--- config.mk ---
export PLATFORM = sky130hd
export DESIGN_NAME = adc_conversion_sequencer
export DESIGN_NICKNAME = d
export VERILOG_FILES = /design/src/verilog/adc_conversion_sequencer.v
export VERILOG_INCLUDE_DIRS = /design/src /design/src/include
export SDC_FILE = /design/constraint.sdc
export NUM_CORES = 1
export LEC_CHECK = 0
export ABC_AREA = 1
export BUFFER_PORTS_ARGS = -buffer_cell sky130_fd_sc_hd__buf_4
export CORE_ASPECT_RATIO = 1.1
export CORE_MARGIN = 3
export CORE_UTILIZATION = 40
export DETAILED_ROUTE_END_ITERATION = 8
export PLACE_DENSITY = 0.59
export SLEW_MARGIN = 20
export SYNTH_ARGS = -nofsm -noshare
export SYNTH_HDL_FRONTEND = slang
export SYNTH_SLANG_ARGS = --single-unit
--- constraint.sdc ---
create_clock -name mclk_i -period 3.3 [get_ports mclk_i]
set_input_delay 0.165 -clock mclk_i [delete_from_list [all_inputs] [get_ports mclk_i]]
set_output_delay 0.165 -clock mclk_i [all_outputs]
set_load 0.05 [all_outputs]
--- src/include/adc_seq_defs.vh ---
/*
  constants for the conversion sequencer: register offsets,
  field positions, reset values and phase lengths.
  assumes a 25 MHz peripheral clock and a 16-bit register port.
*/
`ifndef ADC_SEQ_DEFS_VH
`define ADC_SEQ_DEFS_VH

// ----------------------------------------
// register offsets
// ----------------------------------------
`define ADC_OFS_CTRL 8'h00
`define ADC_OFS_CHSEL 8'h04
`define ADC_OFS_RES_FULL 8'h08
`define ADC_OFS_RES_UPPER 8'h0C
`define ADC_OFS_STATUS 8'h10

// ----------------------------------------
// control fields
// ----------------------------------------
`define ADC_CTRL_ENABLE 0
`define ADC_CTRL_START 1
`define ADC_CTRL_ONESHOT 2
`define ADC_CTRL_SCAN 3
`define ADC_CTRL_HWTRIG 4

// ----------------------------------------
// reset values and phase lengths
// ----------------------------------------
`define ADC_CHSEL_RST 5'h00
`define ADC_RES_RST 16'h0000
`define ADC_SCAN_SLOTS 4
`define ADC_SAMPLE_CYC 8
`define ADC_CMP_CYC 4
`define ADC_STAB_NS 1000
`define ADC_CLK_NS 40
`define ADC_STAB_CYC ((`ADC_STAB_NS + `ADC_CLK_NS - 1) / `ADC_CLK_NS)

`endif

--- src/verilog/adc_conversion_sequencer.v ---
/*
  conversion sequencer for a successive-approximation converter:
  software-trigger and hardware-trigger no-wait modes, scan or select in each.
  assumes the analog comparator output is asynchronous and the
  hardware trigger is a one-cycle pulse on mclk_i.
*/
`timescale 1ns/100ps
`include "adc_seq_defs.vh"

module adc_conversion_sequencer #(
  parameter SAMPLE_CYC = `ADC_SAMPLE_CYC,
  parameter CMP_CYC = `ADC_CMP_CYC
) (
  input wire mclk_i,
  input wire rstn_i,
  input wire [7:0] addr_i,
  input wire [15:0] wdata_i,
  input wire wr_i,
  input wire rd_i,
  output reg [15:0] rdata_o,
  input wire hw_trig_i,
  input wire comp_i,
  output reg [9:0] sar_code_o,
  output reg [4:0] channel_o,
  output reg sample_o,
  output reg powered_o,
  output reg busy_o,
  output reg conv_end_interrupt_o
);

  // ----------------------------------------
  // states and phase loads
  // ----------------------------------------
  localparam [1:0] ST_STOP = 2'h0;
  localparam [1:0] ST_STBY = 2'h1;
  localparam [1:0] ST_HWSTBY = 2'h2;
  localparam [1:0] ST_CONV = 2'h3;
  localparam integer SAMP_INT = SAMPLE_CYC - 1;
  localparam integer CMP_INT = CMP_CYC - 1;
  localparam integer SLOT_INT = `ADC_SCAN_SLOTS - 1;
  localparam [7:0] SAMP_LD = SAMP_INT[7:0];
  localparam [7:0] CMP_LD = CMP_INT[7:0];
  localparam [1:0] LAST_SLOT = SLOT_INT[1:0];

  // ----------------------------------------
  // state
  // ----------------------------------------
  reg [1:0] state_q;
  reg [1:0] state_d;
  reg enable_q;
  reg enable_d;
  reg start_q;
  reg start_d;
  reg oneshot_q;
  reg oneshot_d;
  reg scan_q;
  reg scan_d;
  reg hwmode_q;
  reg hwmode_d;
  reg [4:0] chsel_q;
  reg [4:0] chsel_d;
  reg [1:0] idx_q;
  reg [1:0] idx_d;
  reg [15:0] res_full_q;
  reg [7:0] res_upper_q;
  reg [7:0] cnt_q;
  reg [3:0] bit_q;
  reg comp_meta_q;
  reg comp_s_q;
  reg launch;
  reg store;
  reg restart;
  reg irq_d;
  reg [15:0] rdata_d;

  wire wr_ctrl;
  wire wr_chsel;
  wire in_conv;
  wire done_w;
  wire [9:0] bit_mask;
  wire [9:0] sar_final;
  wire [4:0] chan_next;
  wire wr_enable;
  wire wr_start;
  wire wr_oneshot;
  wire wr_scan;
  wire wr_hwmode;
  wire abort_start;
  wire abort_chsel;
  wire abort_trig;
  wire cmp_last;
  wire [15:0] ctrl_word;
  wire [15:0] chsel_word;
  wire [15:0] status_word;
  wire [9:0] sar_step;

  assign wr_ctrl = wr_i && (addr_i == `ADC_OFS_CTRL);
  assign wr_chsel = wr_i && (addr_i == `ADC_OFS_CHSEL);
  assign in_conv = (state_q == ST_CONV);
  assign cmp_last = in_conv && !sample_o && (cnt_q == 8'h00);
  assign done_w = cmp_last && (bit_q == 4'h0);
  assign bit_mask = 10'h001 << bit_q;
  // the last trial bit is decided in the same cycle as completion
  assign sar_final = comp_s_q ? sar_code_o : (sar_code_o & ~bit_mask);
  assign chan_next = chsel_d + {3'h0, idx_d};

  // ----------------------------------------
  // write fields and abort causes
  // ----------------------------------------
  assign wr_enable = wdata_i[`ADC_CTRL_ENABLE];
  assign wr_start = wdata_i[`ADC_CTRL_START];
  assign wr_oneshot = wdata_i[`ADC_CTRL_ONESHOT];
  assign wr_scan = wdata_i[`ADC_CTRL_SCAN];
  assign wr_hwmode = wdata_i[`ADC_CTRL_HWTRIG];
  // a start rewrite only counts while a conversion really runs
  assign abort_start = wr_ctrl && in_conv && enable_q && start_q && wr_start;
  assign abort_chsel = wr_chsel && in_conv;
  // software modes never react to the trigger
  assign abort_trig = hw_trig_i && in_conv && hwmode_q;

  // ----------------------------------------
  // readable words
  // ----------------------------------------
  assign ctrl_word = {11'h000, hwmode_q, scan_q, oneshot_q, start_q, enable_q};
  assign chsel_word = {11'h000, chsel_q};
  assign status_word = {11'h000, busy_o, state_q, idx_q};

  // ----------------------------------------
  // trial code step
  // ----------------------------------------
  // decided bits kept, bit below the trial becomes the next trial
  genvar gi;
  generate
    for (gi = 0; gi < 10; gi = gi + 1) begin : g_trial
      if (gi == 9) begin : g_top
        assign sar_step[gi] = sar_final[gi];
      end else begin : g_rest
        assign sar_step[gi] = sar_final[gi] | bit_mask[gi + 1];
      end
    end
  endgenerate

  // ----------------------------------------
  // comparator synchroniser
  // ----------------------------------------
  always @(posedge mclk_i or negedge rstn_i) begin
    if (!rstn_i) begin
      comp_meta_q <= 1'b0;
      comp_s_q <= 1'b0;
    end else begin
      comp_meta_q <= comp_i;
      comp_s_q <= comp_meta_q;
    end
  end

  // ----------------------------------------
  // sequencer next state
  // ----------------------------------------
  always @* begin
    state_d = state_q;
    enable_d = enable_q;
    start_d = start_q;
    oneshot_d = oneshot_q;
    scan_d = scan_q;
    hwmode_d = hwmode_q;
    chsel_d = chsel_q;
    idx_d = idx_q;
    launch = 1'b0;
    store = 1'b0;
    restart = 1'b0;
    irq_d = 1'b0;

    if (wr_ctrl) begin
      enable_d = wr_enable;
      oneshot_d = wr_oneshot;
      scan_d = wr_scan;
      hwmode_d = wr_hwmode;
      // old enable decides, so a combined write cannot start
      if (enable_q) begin
        start_d = wr_start;
      end else begin
        start_d = 1'b0;
      end
      if (abort_start) begin
        restart = 1'b1;
      end
    end

    if (wr_chsel) begin
      chsel_d = wdata_i[4:0];
      if (abort_chsel) begin
        restart = 1'b1;
      end
    end

    if (abort_trig) begin
      restart = 1'b1;
    end

    if (!enable_d) begin
      state_d = ST_STOP;
      start_d = 1'b0;
    end else if (!start_d) begin
      state_d = ST_STBY;
    end else begin
      case (state_q)
        ST_STOP, ST_STBY: begin
          if (hwmode_d) begin
            state_d = ST_HWSTBY;
          end else begin
            launch = 1'b1;
            idx_d = 2'h0;
          end
        end
        ST_HWSTBY: begin
          if (!hwmode_d || (hw_trig_i && hwmode_q)) begin
            launch = 1'b1;
            idx_d = 2'h0;
          end
        end
        ST_CONV: begin
          if (restart) begin
            launch = 1'b1;
            idx_d = 2'h0;
          end else if (done_w) begin
            store = 1'b1;
            irq_d = 1'b1;
            if (scan_q && (idx_q != LAST_SLOT)) begin
              launch = 1'b1;
              idx_d = idx_q + 2'h1;
            end else if (!oneshot_q) begin
              launch = 1'b1;
              idx_d = 2'h0;
            end else if (hwmode_q) begin
              state_d = ST_HWSTBY;
              idx_d = 2'h0;
            end else begin
              start_d = 1'b0;
              state_d = ST_STBY;
              idx_d = 2'h0;
            end
          end
        end
        default: begin
          state_d = ST_STBY;
        end
      endcase
    end

    if (launch) begin
      state_d = ST_CONV;
    end
    // select mode always converts slot zero only
    if (!scan_d) begin
      idx_d = 2'h0;
    end
  end

  // ----------------------------------------
  // control registers
  // ----------------------------------------
  always @(posedge mclk_i or negedge rstn_i) begin
    if (!rstn_i) begin
      state_q <= ST_STOP;
      enable_q <= 1'b0;
      start_q <= 1'b0;
      oneshot_q <= 1'b0;
      scan_q <= 1'b0;
      hwmode_q <= 1'b0;
      chsel_q <= `ADC_CHSEL_RST;
      idx_q <= 2'h0;
      powered_o <= 1'b0;
      busy_o <= 1'b0;
      conv_end_interrupt_o <= 1'b0;
    end else begin
      state_q <= state_d;
      enable_q <= enable_d;
      start_q <= start_d;
      oneshot_q <= oneshot_d;
      scan_q <= scan_d;
      hwmode_q <= hwmode_d;
      chsel_q <= chsel_d;
      idx_q <= idx_d;
      powered_o <= enable_d;
      busy_o <= (state_d == ST_CONV);
      conv_end_interrupt_o <= irq_d;
    end
  end

  // ----------------------------------------
  // approximation engine
  // ----------------------------------------
  // a launch always reloads, so a partial result is simply dropped
  always @(posedge mclk_i or negedge rstn_i) begin
    if (!rstn_i) begin
      sample_o <= 1'b0;
      sar_code_o <= 10'h000;
      channel_o <= 5'h00;
      cnt_q <= 8'h00;
      bit_q <= 4'h0;
    end else if (launch) begin
      sample_o <= 1'b1;
      sar_code_o <= 10'h000;
      channel_o <= chan_next;
      cnt_q <= SAMP_LD;
      bit_q <= 4'h9;
    end else if (state_d != ST_CONV) begin
      sample_o <= 1'b0;
      sar_code_o <= 10'h000;
      cnt_q <= 8'h00;
      bit_q <= 4'h0;
    end else if (cnt_q != 8'h00) begin
      cnt_q <= cnt_q - 8'h01;
    end else if (sample_o) begin
      sample_o <= 1'b0;
      sar_code_o <= 10'h200;
      cnt_q <= CMP_LD;
    end else if (bit_q != 4'h0) begin
      sar_code_o <= sar_step;
      bit_q <= bit_q - 4'h1;
      cnt_q <= CMP_LD;
    end
  end

  // ----------------------------------------
  // result registers
  // ----------------------------------------
  always @(posedge mclk_i or negedge rstn_i) begin
    if (!rstn_i) begin
      res_full_q <= `ADC_RES_RST;
      res_upper_q <= 8'h00;
    end else if (store) begin
      res_full_q <= {sar_final, 6'h00};
      res_upper_q <= sar_final[9:2];
    end
  end

  // ----------------------------------------
  // register read port
  // ----------------------------------------
  always @* begin
    rdata_d = 16'h0000;
    if (rd_i) begin
      case (addr_i)
        `ADC_OFS_CTRL: begin
          rdata_d = ctrl_word;
        end
        `ADC_OFS_CHSEL: begin
          rdata_d = chsel_word;
        end
        `ADC_OFS_RES_FULL: begin
          rdata_d = res_full_q;
        end
        `ADC_OFS_RES_UPPER: begin
          rdata_d = {8'h00, res_upper_q};
        end
        `ADC_OFS_STATUS: begin
          rdata_d = status_word;
        end
        default: begin
          rdata_d = 16'h0000;
        end
      endcase
    end
  end

  // data stand for one cycle only, zero otherwise
  always @(posedge mclk_i or negedge rstn_i) begin
    if (!rstn_i) begin
      rdata_o <= 16'h0000;
    end else begin
      rdata_o <= rdata_d;
    end
  end

endmodule // adc_conversion_sequencer
### After elaboration in Yosys (flattened, before gate mapping)

Cells that the tools add are included.

* word-level logic and storage cells: 150
* register bits after elaboration: 80
* output and inout bits: 35
* input port bits: 30

* bitwise logic cells: 11
* reductions and logical operators: 29
* equal/unequal tests: 12
* $add $sub $neg: 4
* shifts and indexed selects: 1
* mux-type cells: 73

Operators with widths (count)
* $pmux 16 s5: 1
* $mux 10: 6
* $mux 8: 5
* $mux 1: 34
* $mux 2: 17
* $mux 4: 5
* $eq 8x4->1 const B: 2
* $logic_not 8->1: 2
* $mux 16: 1
* $logic_and 1x1->1: 14
* $and 10x10->10: 1
* $not 10->10: 1
* $shl 1x4->10 const A: 1
* $or 1x1->1: 9
* $eq 8x3->1 const B: 1
* $eq 8x5->1 const B: 1
* $reduce_bool 4->1: 2
* $reduce_bool 8->1: 1
* $sub 8x1->8 const B: 1
* $eq 2x2->1 const B: 3
* $pmux 2 s3: 1
* $add 5x2->5: 1
* $mux 5: 1
* $reduce_bool 5->1: 1
* other kinds (16): 18

### Depth between registers and ports, before layout

Gate-level depths: netlist of run 1.

* depth in word-level cells: 19
* gate-level depth with buffers: 17
* mapped depth without buffers: 17

### Least setup slack after synthesis of run 1

Ideal clock, no wire load.

* path kind: reg2reg
* from: register bit_q[0]
* to: register channel_o[4]
* stages on the path, launching flop included: 15
* data arrival time: 2.410 ns
* path buffers: 0
* setup slack: 0.763 ns
* data required time: 3.173 ns
* setup time: 0.127 ns
* period minus slack after synthesis: 2.537 ns
* path through: dfrtp_1 > inv_1 > ha_1 > nand3_1 > nor2_1 > nand2_1 > o211ai_1 > o21ai_0 > nand2_1 > a21oi_1 > ha_1 > fa_1 > nand3_1 > xor2_1 > o21ai_0

* longest elaborated chain between the ends: 9
* elaborated cells on any way between the ends: 14
* classes of those cells: 1 x add/sub; 11 x mux; 2 x reduce/logical

RTL lines
* start, declared: line adc_conversion_sequencer.v:67 `reg [3:0] bit_q;`
* start signal, assigned: line adc_conversion_sequencer.v:320 `bit_q <= bit_q - 4'h1;`
* $logic_not 4->1: line adc_conversion_sequencer.v:101 `assign done_w = cmp_last && (bit_q == 4'h0);`
* $logic_and 1x1->1: line adc_conversion_sequencer.v:101
* $mux 2: line adc_conversion_sequencer.v:225 `end else if (done_w) begin`
* $mux 2: line adc_conversion_sequencer.v:222 `if (restart) begin`
* $pmux 2 s3: line adc_conversion_sequencer.v:206 `case (state_q)`
* $mux 2: line adc_conversion_sequencer.v:203 `end else if (!start_d) begin`
* $mux 2: line adc_conversion_sequencer.v:200 `if (!enable_d) begin`
* $mux 2: line adc_conversion_sequencer.v:254 `if (!scan_d) begin`
* named net idx_d[0]: line adc_conversion_sequencer.v:63 `reg [1:0] idx_d;`
* $add 5x2->5: line adc_conversion_sequencer.v:105 `assign chan_next = chsel_d + {3'h0, idx_d};`
* end signal, assigned: line adc_conversion_sequencer.v:304 `channel_o <= chan_next;`
* end, declared: line adc_conversion_sequencer.v:24 `output reg [4:0] channel_o,`

The timed path passes the listed nets, and every way through them passes these cells.
A chain may end at the register's enable or synchronous reset.

### Worst setup path after layout of run 1

Ends and elaborated chain as after synthesis.

==> results by group, run 1 <==
Drt
  – Routed WL: 7970 um
  – WL per Instance: 13.3 um
  – Total iterations of the first detailed-routing run: 4
  – Routed Antenna Nets: 0
  – Vias: 2895
  – DR vias/cell: 4.84
  – Residual DRC: 0
  – DR iter-0 viols: 111

Synth
  – Yosys reg bits: 72
  – Top cells by area, synth: dfrtp_1, nand2_1, inv_1
  – Post-Synthesis Cells: 418
  – YS warnings: 0
  – Post-synthesis sequential area ratio: 49.1%
  – Asr flop ratio synth: 100%
  – Most common cell in the netlist: nand2_1
  – Syn_area_per_cell: 8.77 sq um
  – Post-synth top area cell: dfrtp_1
  – Syn Nets: 458
  – Post-synthesis instance area: 3670 sq um
  – Post-synth top cells: nand2_1, dfrtp_1, inv_1
  – Post-synth top flop: dfrtp_1
  – Post-synth EDFFs: 0
  – Area share of the largest cell type after synthesis: 49.1%
  – Post-synth cell types: 40

Global routing
  – Vias in the first global route: 2826
  – Global-route wire length before repair: 13700 um
  – Final global-route overflow total: 0
  – Gr usage total: 16.4%
  – Largest net degree at the start of global routing: 73
  – Antenna violations before repair: 0

Layout
  – Post-Layout Cell Count: 598
  – Layout cells sized above 1: 23.6%
  – Final Core Density: 49.9%
  – Area growth, synth to finish: 20.8%
  – Final nets: 519
  – N_diodes: 0
  – Fillers: 860

Placement
  – GPL Wtd Cong: 0.818
  – Placed insts: 580
  – Buffers on Ports: 53
  – Hpwl dp: 5930 um

Timing
  – Final Cycle Share: 86.9%
  – Setup TNS: 0 ps
  – Worst clock skew: 9.85 ps
  – Worst slew pin tran: 896 ps
  – Rel. slew slack: 40.2%
  – Clock period minus worst slack: 2870 ps
  – Fin. Hold Viols: 0
  – # setup viols final: 0
  – Final Max Tran Viols: 0
  – Fmax: 0.349 GHz
  – RSZ-0062 raised after global routing: false

Clocking
  – Hold_buf cts: 2
  – Clock transition at path regs: 80 ps
  – Maximum clock path buffer count: 2
  – CTS sink count: 72
  – Post-CTS Setup Bufs: 0
  – Clk_lat worst skew: 350 ps
  – # H-tree levels: 3
  – Cts repair resizes: 0
  – CTS tree: built
  – CTS Buf Count: 9
  – Root Buffer: clkbuf_8

Pwr
  – Peak supply drop: 0.182 mV
  – P_leak: 2.34 nW
  – Design Power: 1.80 mW
  – Pwr/cell area: 406 nW/um^2

Run
  – # Max-Cap Violations: 0

Floorplanning
  – Horiz. Die Dim: 97.3 um
  – Die Height: 106 um
  – Die area: 10400 sq um
  – # rows: 36
  – I/O pin count: 65
  – Core Area: 8870 sq um
  – Starting Density: 41.3%

Critical path
  – Crit-path slowest cell: dfrtp_1
  – Crit path kind: reg2reg
  – Worst Setup End Kind: register
  – Crit-path cells: inv_1 > ha_1 > nand3_1 > nor2_1 > nand2_1 > o211ai_1 > o21ai_0 > nand2_1 > a21oi_1 > ha_1 > fa_1 > nand3_1 > xor2_1 > o21ai_0
  – Critical path fanouts, max: 5
  – Critical Path Start Type: register
  – Slowest Stage Delay on Critical Path: 420 ps
  – CP Data Arrival Time: 3080 ps
  – Worst EP required: 3520 ps

Status
  – Status: finished clean

Worst hold path
  – Hold Path Class: in2reg
area by class of cell:
class / instances / area [sq um] / area share (%)
flip-flops and latches: 72 / 1800 / 40.7
clock buffers: 10 / 138 / 3.11
repair buffers: 57 / 433 / 9.77
well taps: 114 / 143 / 3.22
multi-input cells: 283 / 1610 / 36.4
clock inverters: 6 / 91.3 / 2.06
inverters: 56 / 213 / 4.80
stage by stage:
stage	setup WS, ps	area (sq um)	hold WS [ps]
floorplan	763	3670	-131
global placement	511	4180	275
detailed placement	445	4180	276
CTS	414	4430	75.0
global route	71.5	4430	98.8
finish	433	4430	94.3
cells in the final DEF, fill, tap and decap left out, drive strengths merged, types with 2 or more instances in the layout:
cell type      n
xnor2          2
a21oi         13
clkinv         3
buf           55
inv           57
a21boi         4
dlygate4sd3    2
o211ai         2
or2            2
nand2        104
dfrtp         72
o21ai         34
xor2           9
a221oi         5
ha             9
clkbuf        10
bufinv         2
nand4          8
nor3           7
o22ai          3
nor2          46
nand3         25
mux2           3
nor4           3
sequential cells by signal, summed over array words and instances (netlist names), 4 cells and up:
| name | count |
|---|---|
| bit_q | 4 |
| channel_o | 5 |
| chsel_q | 5 |
| cnt_q | 8 |
| rdata_o | 16 |
| res_upper_q | 8 |
| sar_code_o | 10 |
critical path: cells and delay by family (launching register included):
| kind | cells | cell delay, ps |
|---|---|---|
| adder cells (fa/ha/maj) | 3 | 830 |
| buffers and inverters | 1 | 170 |
| XOR/XNOR | 1 | 140 |
| AO/OA/AOI/OAI | 4 | 480 |
| AND/OR/NAND/NOR | 5 | 690 |
| flip-flops | 1 | 420 |
kinds of logic (layout without fill, tap and decap cells):
logic type               count (synthesis)  after routing  share of synthesized area (%)
AO/OA/AOI/OAI                           63             63                           10.2
XOR/XNOR                                11             11                           2.63
adder cells (fa/ha/maj)                 10             10                           3.62
buffers and inverters                   63            129                           6.93
flip-flops                              72             72                           49.1
multiplexers                             3              3                          0.921
AND/OR/NAND/NOR                        196            196                           26.5
path summary, 6_finish.rpt:
| kind | startpoint | end | slack, ps | cells past startpoint |
|---|---|---|---|---|
| min in group asynchronous | rstn_i | rdata_o[14] | 480 | 2 |
| hold / removal | wdata_i[2] | oneshot_q | 90 | 3 |
| max in group asynchronous | rstn_i | cnt_q[3] | 2220 | 2 |
| setup reg to reg | bit_q[0] | channel_o[4] | 430 | 14 |
| hold reg to reg | comp_meta_q | comp_s_q | 360 | 0 |
| setup / recovery | bit_q[0] | channel_o[4] | 430 | 14 |
layer usage:
metal / vias up / GRT usage [%] / share of wire [%]
li1: 1474 / - / -
met5: - / 0 / 0
met4: 0 / 5.74 / 1.4
met2: 52 / 26.3 / 48
met3: 10 / 3.87 / 3.9
met1: 1359 / 22.0 / 47
where the power goes:
group	switching, mW	internal (mW)
sequential	0.00926	0.893
combinational	0.0704	0.0373
clock	0.340	0.450
total	0.420	1.38
Note: power is estimated with default switching activity, not from simulation.
==> run 2, diff against run 1 <==
Settings changed: REMOVE_ABC_BUFFERS from default to 1.
==> run 2 against run 1 <==
Routed wire length grew 2.4%. Sequential cell count is the same. Count of clock-buffer cells in the layout shrank 1. Critical endpoint unchanged.
==> results by group, run 2 (synthesis results as in run 1) <==
Status
  – Status: finished clean (unchanged)

Timing
  – Setup TNS: 0 ps (unchanged)
  – Fmax: 0.347 GHz (was 0.349 GHz)
  – Clock period minus worst slack: 2880 ps (was 2870 ps)
  – Worst slew pin tran: 904 ps (was 896 ps)
  – # setup viols final: 0 (unchanged)
  – WHS: 93.0 ps (was 94.3 ps)
  – Worst clock skew: 9.30 ps (was 9.85 ps)
  – Fin. Hold Viols: 0 (unchanged)
  – Rel. slew slack: 39.8% (was 40.2%)
  – Final Max Tran Viols: 0 (unchanged)
  – Final Cycle Share: 87.4% (was 86.9%)
  – RSZ-0062 raised after global routing: false (unchanged)

Drt
  – Total iterations of the first detailed-routing run: 4 (unchanged)
  – Residual DRC: 0 (unchanged)
  – Routed Antenna Nets: 0 (unchanged)
  – DR vias/cell: 4.82 (was 4.84)
  – DR iter-0 viols: 174 (was 111)
  – WL per Instance: 13.6 um (was 13.3 um)
  – Routed WL: 8160 um (was 7970 um)
  – Vias: 2889 (was 2895)

Placement
  – Hpwl dp: 5970 um (was 5930 um)
  – Buffers on Ports: 53 (unchanged)
  – Placed insts: 581 (was 580)
  – GPL Wtd Cong: 0.859 (was 0.818)
  – Area after DPL: 4200 sq um (was 4180 sq um)

Critical path
  – Crit-path cells: inv_1 > ha_1 > nand3_1 > nor2_1 > nand2_1 > a21oi_1 > o211ai_1 > o21ai_0 > nand2_1 > a21oi_1 > ha_1 > fa_1 > nand3_1 > xor2_1 > o21ai_0 (was inv_1 > ha_1 > nand3_1 > nor2_1 > nand2_1 > o211ai_1 > o21ai_0 > nand2_1 > a21oi_1 > ha_1 > fa_1 > nand3_1 > xor2_1 > o21ai_0)
  – Crit-path slowest cell: dfrtp_1 (unchanged)
  – CP Data Arrival Time: 3160 ps (was 3080 ps)
  – Worst EP required: 3570 ps (was 3520 ps)
  – Critical path fanouts, max: 5 (unchanged)
  – Worst Setup End Kind: register (unchanged)
  – Slowest Stage Delay on Critical Path: 400 ps (was 420 ps)
  – Critical Path Start Type: register (unchanged)
  – Crit path kind: reg2reg (unchanged)
  – Internal reg-to-reg setup slack: 420 ps (was 430 ps)

Floorplanning
  – Die area: 10400 sq um (unchanged)
  – Starting Density: 41.3% (unchanged)
  – Die Height: 106 um (unchanged)
  – # rows: 36 (unchanged)
  – Core Area: 8870 sq um (unchanged)
  – I/O pin count: 65 (unchanged)
  – Horiz. Die Dim: 97.3 um (unchanged)

Layout
  – Most common cell after layout, fill and taps aside: nand2_1 (unchanged)
  – Biggest regs: rdata_o x16, sar_code_o x10 (unchanged)
  – N_diodes: 0 (unchanged)
  – Commonest non-fill, non-tap cells in the layout: nand2_1, dfrtp_1, buf_4, inv_1, nor2_1 (unchanged)
  – Layout cells sized above 1: 23.9% (was 23.6%)
  – Flip-flop count of the largest register after layout: 16 (unchanged)
  – Post-Layout Cell Count: 599 (was 598)
  – Finished Cell Area: 4400 sq um (was 4430 sq um)
  – Area growth, synth to finish: 19.9% (was 20.8%)
  – Fillers: 847 (was 860)
  – Biggest register: rdata_o (unchanged)
  – Final nets: 520 (was 519)
  – Final Core Density: 49.6% (was 49.9%)

Global routing
  – Gr usage total: 16.7% (was 16.4%)
  – Final global-route overflow total: 0 (unchanged)
  – Largest net degree at the start of global routing: 73 (unchanged)
  – GR Util met2: 26.8% (was 26.3%)
  – Vias in the first global route: 2870 (was 2826)
  – Met3 GRT Util: 3.61% (was 3.87%)
  – Global-route wire length before repair: 13700 um (about the same)
  – GR Layer Usage met1: 21.4% (was 22.0%)
  – Gr busiest metal: met2 (unchanged)
  – Antenna violations before repair: 0 (unchanged)

Clocking
  – CTS sink count: 72 (unchanged)
  – Cts repair resizes: 0 (unchanged)
  – Root Buffer: clkbuf_8 (unchanged)
  – CTS Buf Count: 9 (unchanged)
  – # H-tree levels: 3 (unchanged)
  – Clock transition at path regs: 80 ps (about the same)
  – Hold_buf cts: 2 (unchanged)
  – Clk_lat worst skew: 360 ps (was 350 ps)
  – Post-CTS Setup Bufs: 0 (unchanged)
  – Maximum clock path buffer count: 2 (unchanged)
  – CTS tree: built (unchanged)

Worst hold path
  – Hold Path Class: in2reg (unchanged)

Pwr
  – Pwr/cell area: 380 nW/um^2 (was 406 nW/um^2)
  – P_leak: 2.32 nW (was 2.34 nW)
  – Peak supply drop: 0.162 mV (was 0.182 mV)

Run
  – # Max-Cap Violations: 0 (unchanged)
-- run 2: layer usage --
metal,vias up,part of all wire (%)
li1,1479,-
met1,1330,45
met3,20,4.3
met2,60,47
met5,-,0
met4,0,2.9
-- run 2: power by group --
group | switching [mW] | leakage [nW] | internal (mW)
clock network | 0.375 | 0.0877 | 0.286
registers | 0.00922 | 0.968 | 0.893
logic | 0.0707 | 1.27 | 0.0376
-- run 2: final timing paths --
check	start	end	cells after the start
min reg2reg	comp_meta_q	comp_s_q	0
min	wdata_i[4]	chsel_q[4]	2
max	bit_q[0]	channel_o[4]	15
max reg2reg	bit_q[0]	channel_o[4]	15
max in group asynchronous	rstn_i	channel_o[0]	2
min in group asynchronous	rstn_i	rdata_o[13]	2
-- run 2: final cells by class --
class	count	area [sq um]	area share (%)
Timing Repair Buffer	58	440	10.0
Clock inverter	7	58.8	1.34
Sequential cell	72	1800	41.0
Tap cell	114	143	3.24
Clock buffer	9	124	2.82
Multi-Input combinational cell	283	1620	36.8
Inverter	56	213	4.84
-- run 2: critical path, delay by kind of cell (launching register included) --
kind	cells	cell delay, ps
AOI/OAI and AO/OA	5	700
and+or+nand+nor	5	690
adders and majority gates	3	670
DFF	1	400
xor gates and xnor gates	1	180
buffers and inverters	1	150
-- run 2: stage by stage --
step | total power [mW] | worst slack [ps]
after detailed placement | 1.03 | 486
after global placement | 1.02 | 540
final | 1.67 | 416
after global routing | 1.74 | 45.6
after floorplan | 0.969 | 642
after CTS | 1.69 | 430
==> run 3, diff against run 2 <==
Settings changed: CORE_UTILIZATION 40 to 50, PLACE_DENSITY 0.59 to 0.72.
==> run 3 against run 2 <==
Sequential cell count stayed put. Global-route usage is 2.9 points higher. Final area is 0.83% lower. Via count is 0.80% higher. Routed wire length is 6.8% lower.
==> results by group, run 3 (synthesis results as in run 1) <==
Critical path
  – Crit-path cells: inv_1 > ha_1 > nand3_1 > nor2_1 > nand2_1 > a21oi_1 > o211ai_1 > o21ai_0 > nand2_1 > a21oi_1 > ha_1 > fa_1 > nand3_1 > xor2_1 > o21ai_0 (unchanged)
  – Critical path fanouts, max: 5 (unchanged)
  – Critical Path Start Type: register (unchanged)
  – Crit path kind: reg2reg (unchanged)
  – Crit-path slowest cell: dfrtp_1 (unchanged)
  – CP Data Arrival Time: 3150 ps (was 3160 ps)
  – Worst Reg-to-Reg Cells: 15 (unchanged)
  – Worst Setup End Kind: register (unchanged)
  – Worst EP required: 3560 ps (was 3570 ps)
  – Slowest Stage Delay on Critical Path: 360 ps (was 400 ps)

Floorplanning
  – Starting Density: 51.7% (was 41.3%)
  – Die area: 8400 sq um (was 10400 sq um)
  – # rows: 32 (was 36)
  – I/O pin count: 65 (unchanged)
  – Die Height: 95.8 um (was 106 um)
  – Horiz. Die Dim: 87.7 um (was 97.3 um)
  – Core Area: 7090 sq um (was 8870 sq um)

Clocking
  – Maximum clock path buffer count: 2 (unchanged)
  – Post-CTS Setup Bufs: 0 (unchanged)
  – Root Buffer: clkbuf_8 (unchanged)
  – CTS sink count: 72 (unchanged)
  – CTS Buf Count: 9 (unchanged)
  – Cts repair resizes: 0 (unchanged)
  – # H-tree levels: 3 (unchanged)
  – Hold_buf cts: 2 (unchanged)
  – Clk_lat worst skew: 350 ps (was 360 ps)
  – Clock transition at path regs: 80 ps (about the same)
  – CTS tree: built (unchanged)

Drt
  – Routed WL: 7600 um (was 8160 um)
  – Met2 routed WL: 3660 um (was 3860 um)
  – Routed met1 length: 3550 um (was 3710 um)
  – Total iterations of the first detailed-routing run: 4 (unchanged)
  – DR vias/cell: 5.12 (was 4.82)
  – Vias: 2912 (was 2889)
  – Met3 WL: 265 um (was 354 um)
  – Routed Antenna Nets: 0 (unchanged)
  – DR iter-0 viols: 98 (was 174)
  – Top layer in use: met4 (unchanged)
  – Residual DRC: 0 (unchanged)
  – WL per Instance: 13.4 um (was 13.6 um)

Timing
  – Worst slew pin tran: 882 ps (was 904 ps)
  – Fin. Hold Viols: 0 (unchanged)
  – Final Max Tran Viols: 0 (unchanged)
  – Worst clock skew: 14.2 ps (was 9.30 ps)
  – Final Cycle Share: 87.6% (was 87.4%)
  – Fmax: 0.346 GHz (was 0.347 GHz)
  – Rel. slew slack: 41.2% (was 39.8%)
  – Setup ws final: 409 ps (was 416 ps)
  – RSZ-0062 raised after global routing: false (unchanged)
  – # setup viols final: 0 (unchanged)
  – Clock period minus worst slack: 2890 ps (was 2880 ps)
  – Setup TNS: 0 ps (unchanged)

Layout
  – Biggest regs: rdata_o x16, sar_code_o x10 (unchanged)
  – Final Core Density: 61.5% (was 49.6%)
  – Final nets: 519 (was 520)
  – Layout cells sized above 1: 23.6% (was 23.9%)
  – Fillers: 627 (was 847)
  – Commonest non-fill, non-tap cells in the layout: nand2_1, dfrtp_1, buf_4, inv_1, nor2_1 (unchanged)
  – Most common cell after layout, fill and taps aside: nand2_1 (unchanged)
  – Biggest register: rdata_o (unchanged)
  – N_diodes: 0 (unchanged)
  – Flip-flop count of the largest register after layout: 16 (unchanged)
  – Area growth, synth to finish: 18.9% (was 19.9%)

Placement
  – Pre-CTS WS: 427 ps (was 486 ps)
  – Hpwl dp: 5600 um (was 5970 um)
  – GPL Wtd Cong: 0.956 (was 0.859)
  – Buffers on Ports: 53 (unchanged)

Global routing
  – Gr usage total: 19.6% (was 16.7%)
  – Vias in the first global route: 2853 (was 2870)
  – Global-route wire length before repair: 12900 um (was 13700 um)
  – Largest net degree at the start of global routing: 73 (unchanged)
  – Final global-route overflow total: 0 (unchanged)
  – Antenna violations before repair: 0 (unchanged)

Status
  – Status: finished clean (unchanged)

Pwr
  – Peak supply drop: 0.250 mV (was 0.162 mV)
  – P_leak: 2.32 nW (about the same)
  – Pwr/cell area: 390 nW/um^2 (was 380 nW/um^2)
  – Design Power: 1.70 mW (was 1.67 mW)

Run
  – # Max-Cap Violations: 0 (unchanged)

Worst hold path
  – Hold Path Cell Cnt: 3 (was 2)
  – Hold Path Class: in2reg (unchanged)
[run 3: cell types whose count changed in the layout (fill, tap and decap cells not counted), sizes merged]
cell	previous run	this run
buf	56	55
clkinv	0	4
bufinv	0	1
inv	61	56
[run 3: routing by layer]
metal	global-route usage, %	vias up
met3	3.25	13
met4	8.57	0
li1	-	1481
met1	26.4	1359
met5	0	-
met2	31.3	59
[run 3: critical path: cells and delay by family (launching register included)]
| family | cells | cell delay [ps] |
|---|---|---|
| compound gates | 5 | 700 |
| xor+xnor | 1 | 180 |
| fa+ha+maj | 3 | 690 |
| buf+inv | 1 | 90 |
| flops | 1 | 360 |
| simple gates | 5 | 780 |
[run 3: metrics by stage]
step           cells  cell area, sq um  hold slack, ps
5_1_grt          569              4360             105
6_report         569              4360             107
3_3_place_gp     551              4150             275
4_1_cts          569              4360            90.8
3_5_place_dp     551              4150             276
2_1_floorplan    411              3630            -131
[run 3: cell type report]
type / count / area (sq um) / share of cell area (%)
sequential: 72 / 1800 / 41.3
multi-input combinational: 283 / 1610 / 36.9
timing repair buffer: 57 / 433 / 9.93
inverter: 56 / 213 / 4.88
clock buffer: 9 / 124 / 2.84
tap: 85 / 106 / 2.44
clock inverter: 7 / 72.6 / 1.66
[run 3: power breakdown]
part | switching [mW] | internal, mW | leakage (nW)
Combinational | 0.0708 | 0.0373 | 1.26
Clock | 0.339 | 0.348 | 0.0952
Sequential | 0.00943 | 0.894 | 0.968
[run 3: path summary, 6_finish.rpt]
| kind | startpoint | endpoint | slack [ps] |
|---|---|---|---|
| worst max register to register | cnt_q[0] | channel_o[4] | 410 |
| worst max-delay path | cnt_q[0] | channel_o[4] | 410 |
| max in group asynchronous | rstn_i | idx_q[0] | 2220 |
| worst min-delay path | wdata_i[2] | oneshot_q | 110 |
| min in group asynchronous | rstn_i | rdata_o[5] | 510 |
| worst min register to register | comp_meta_q | comp_s_q | 360 |
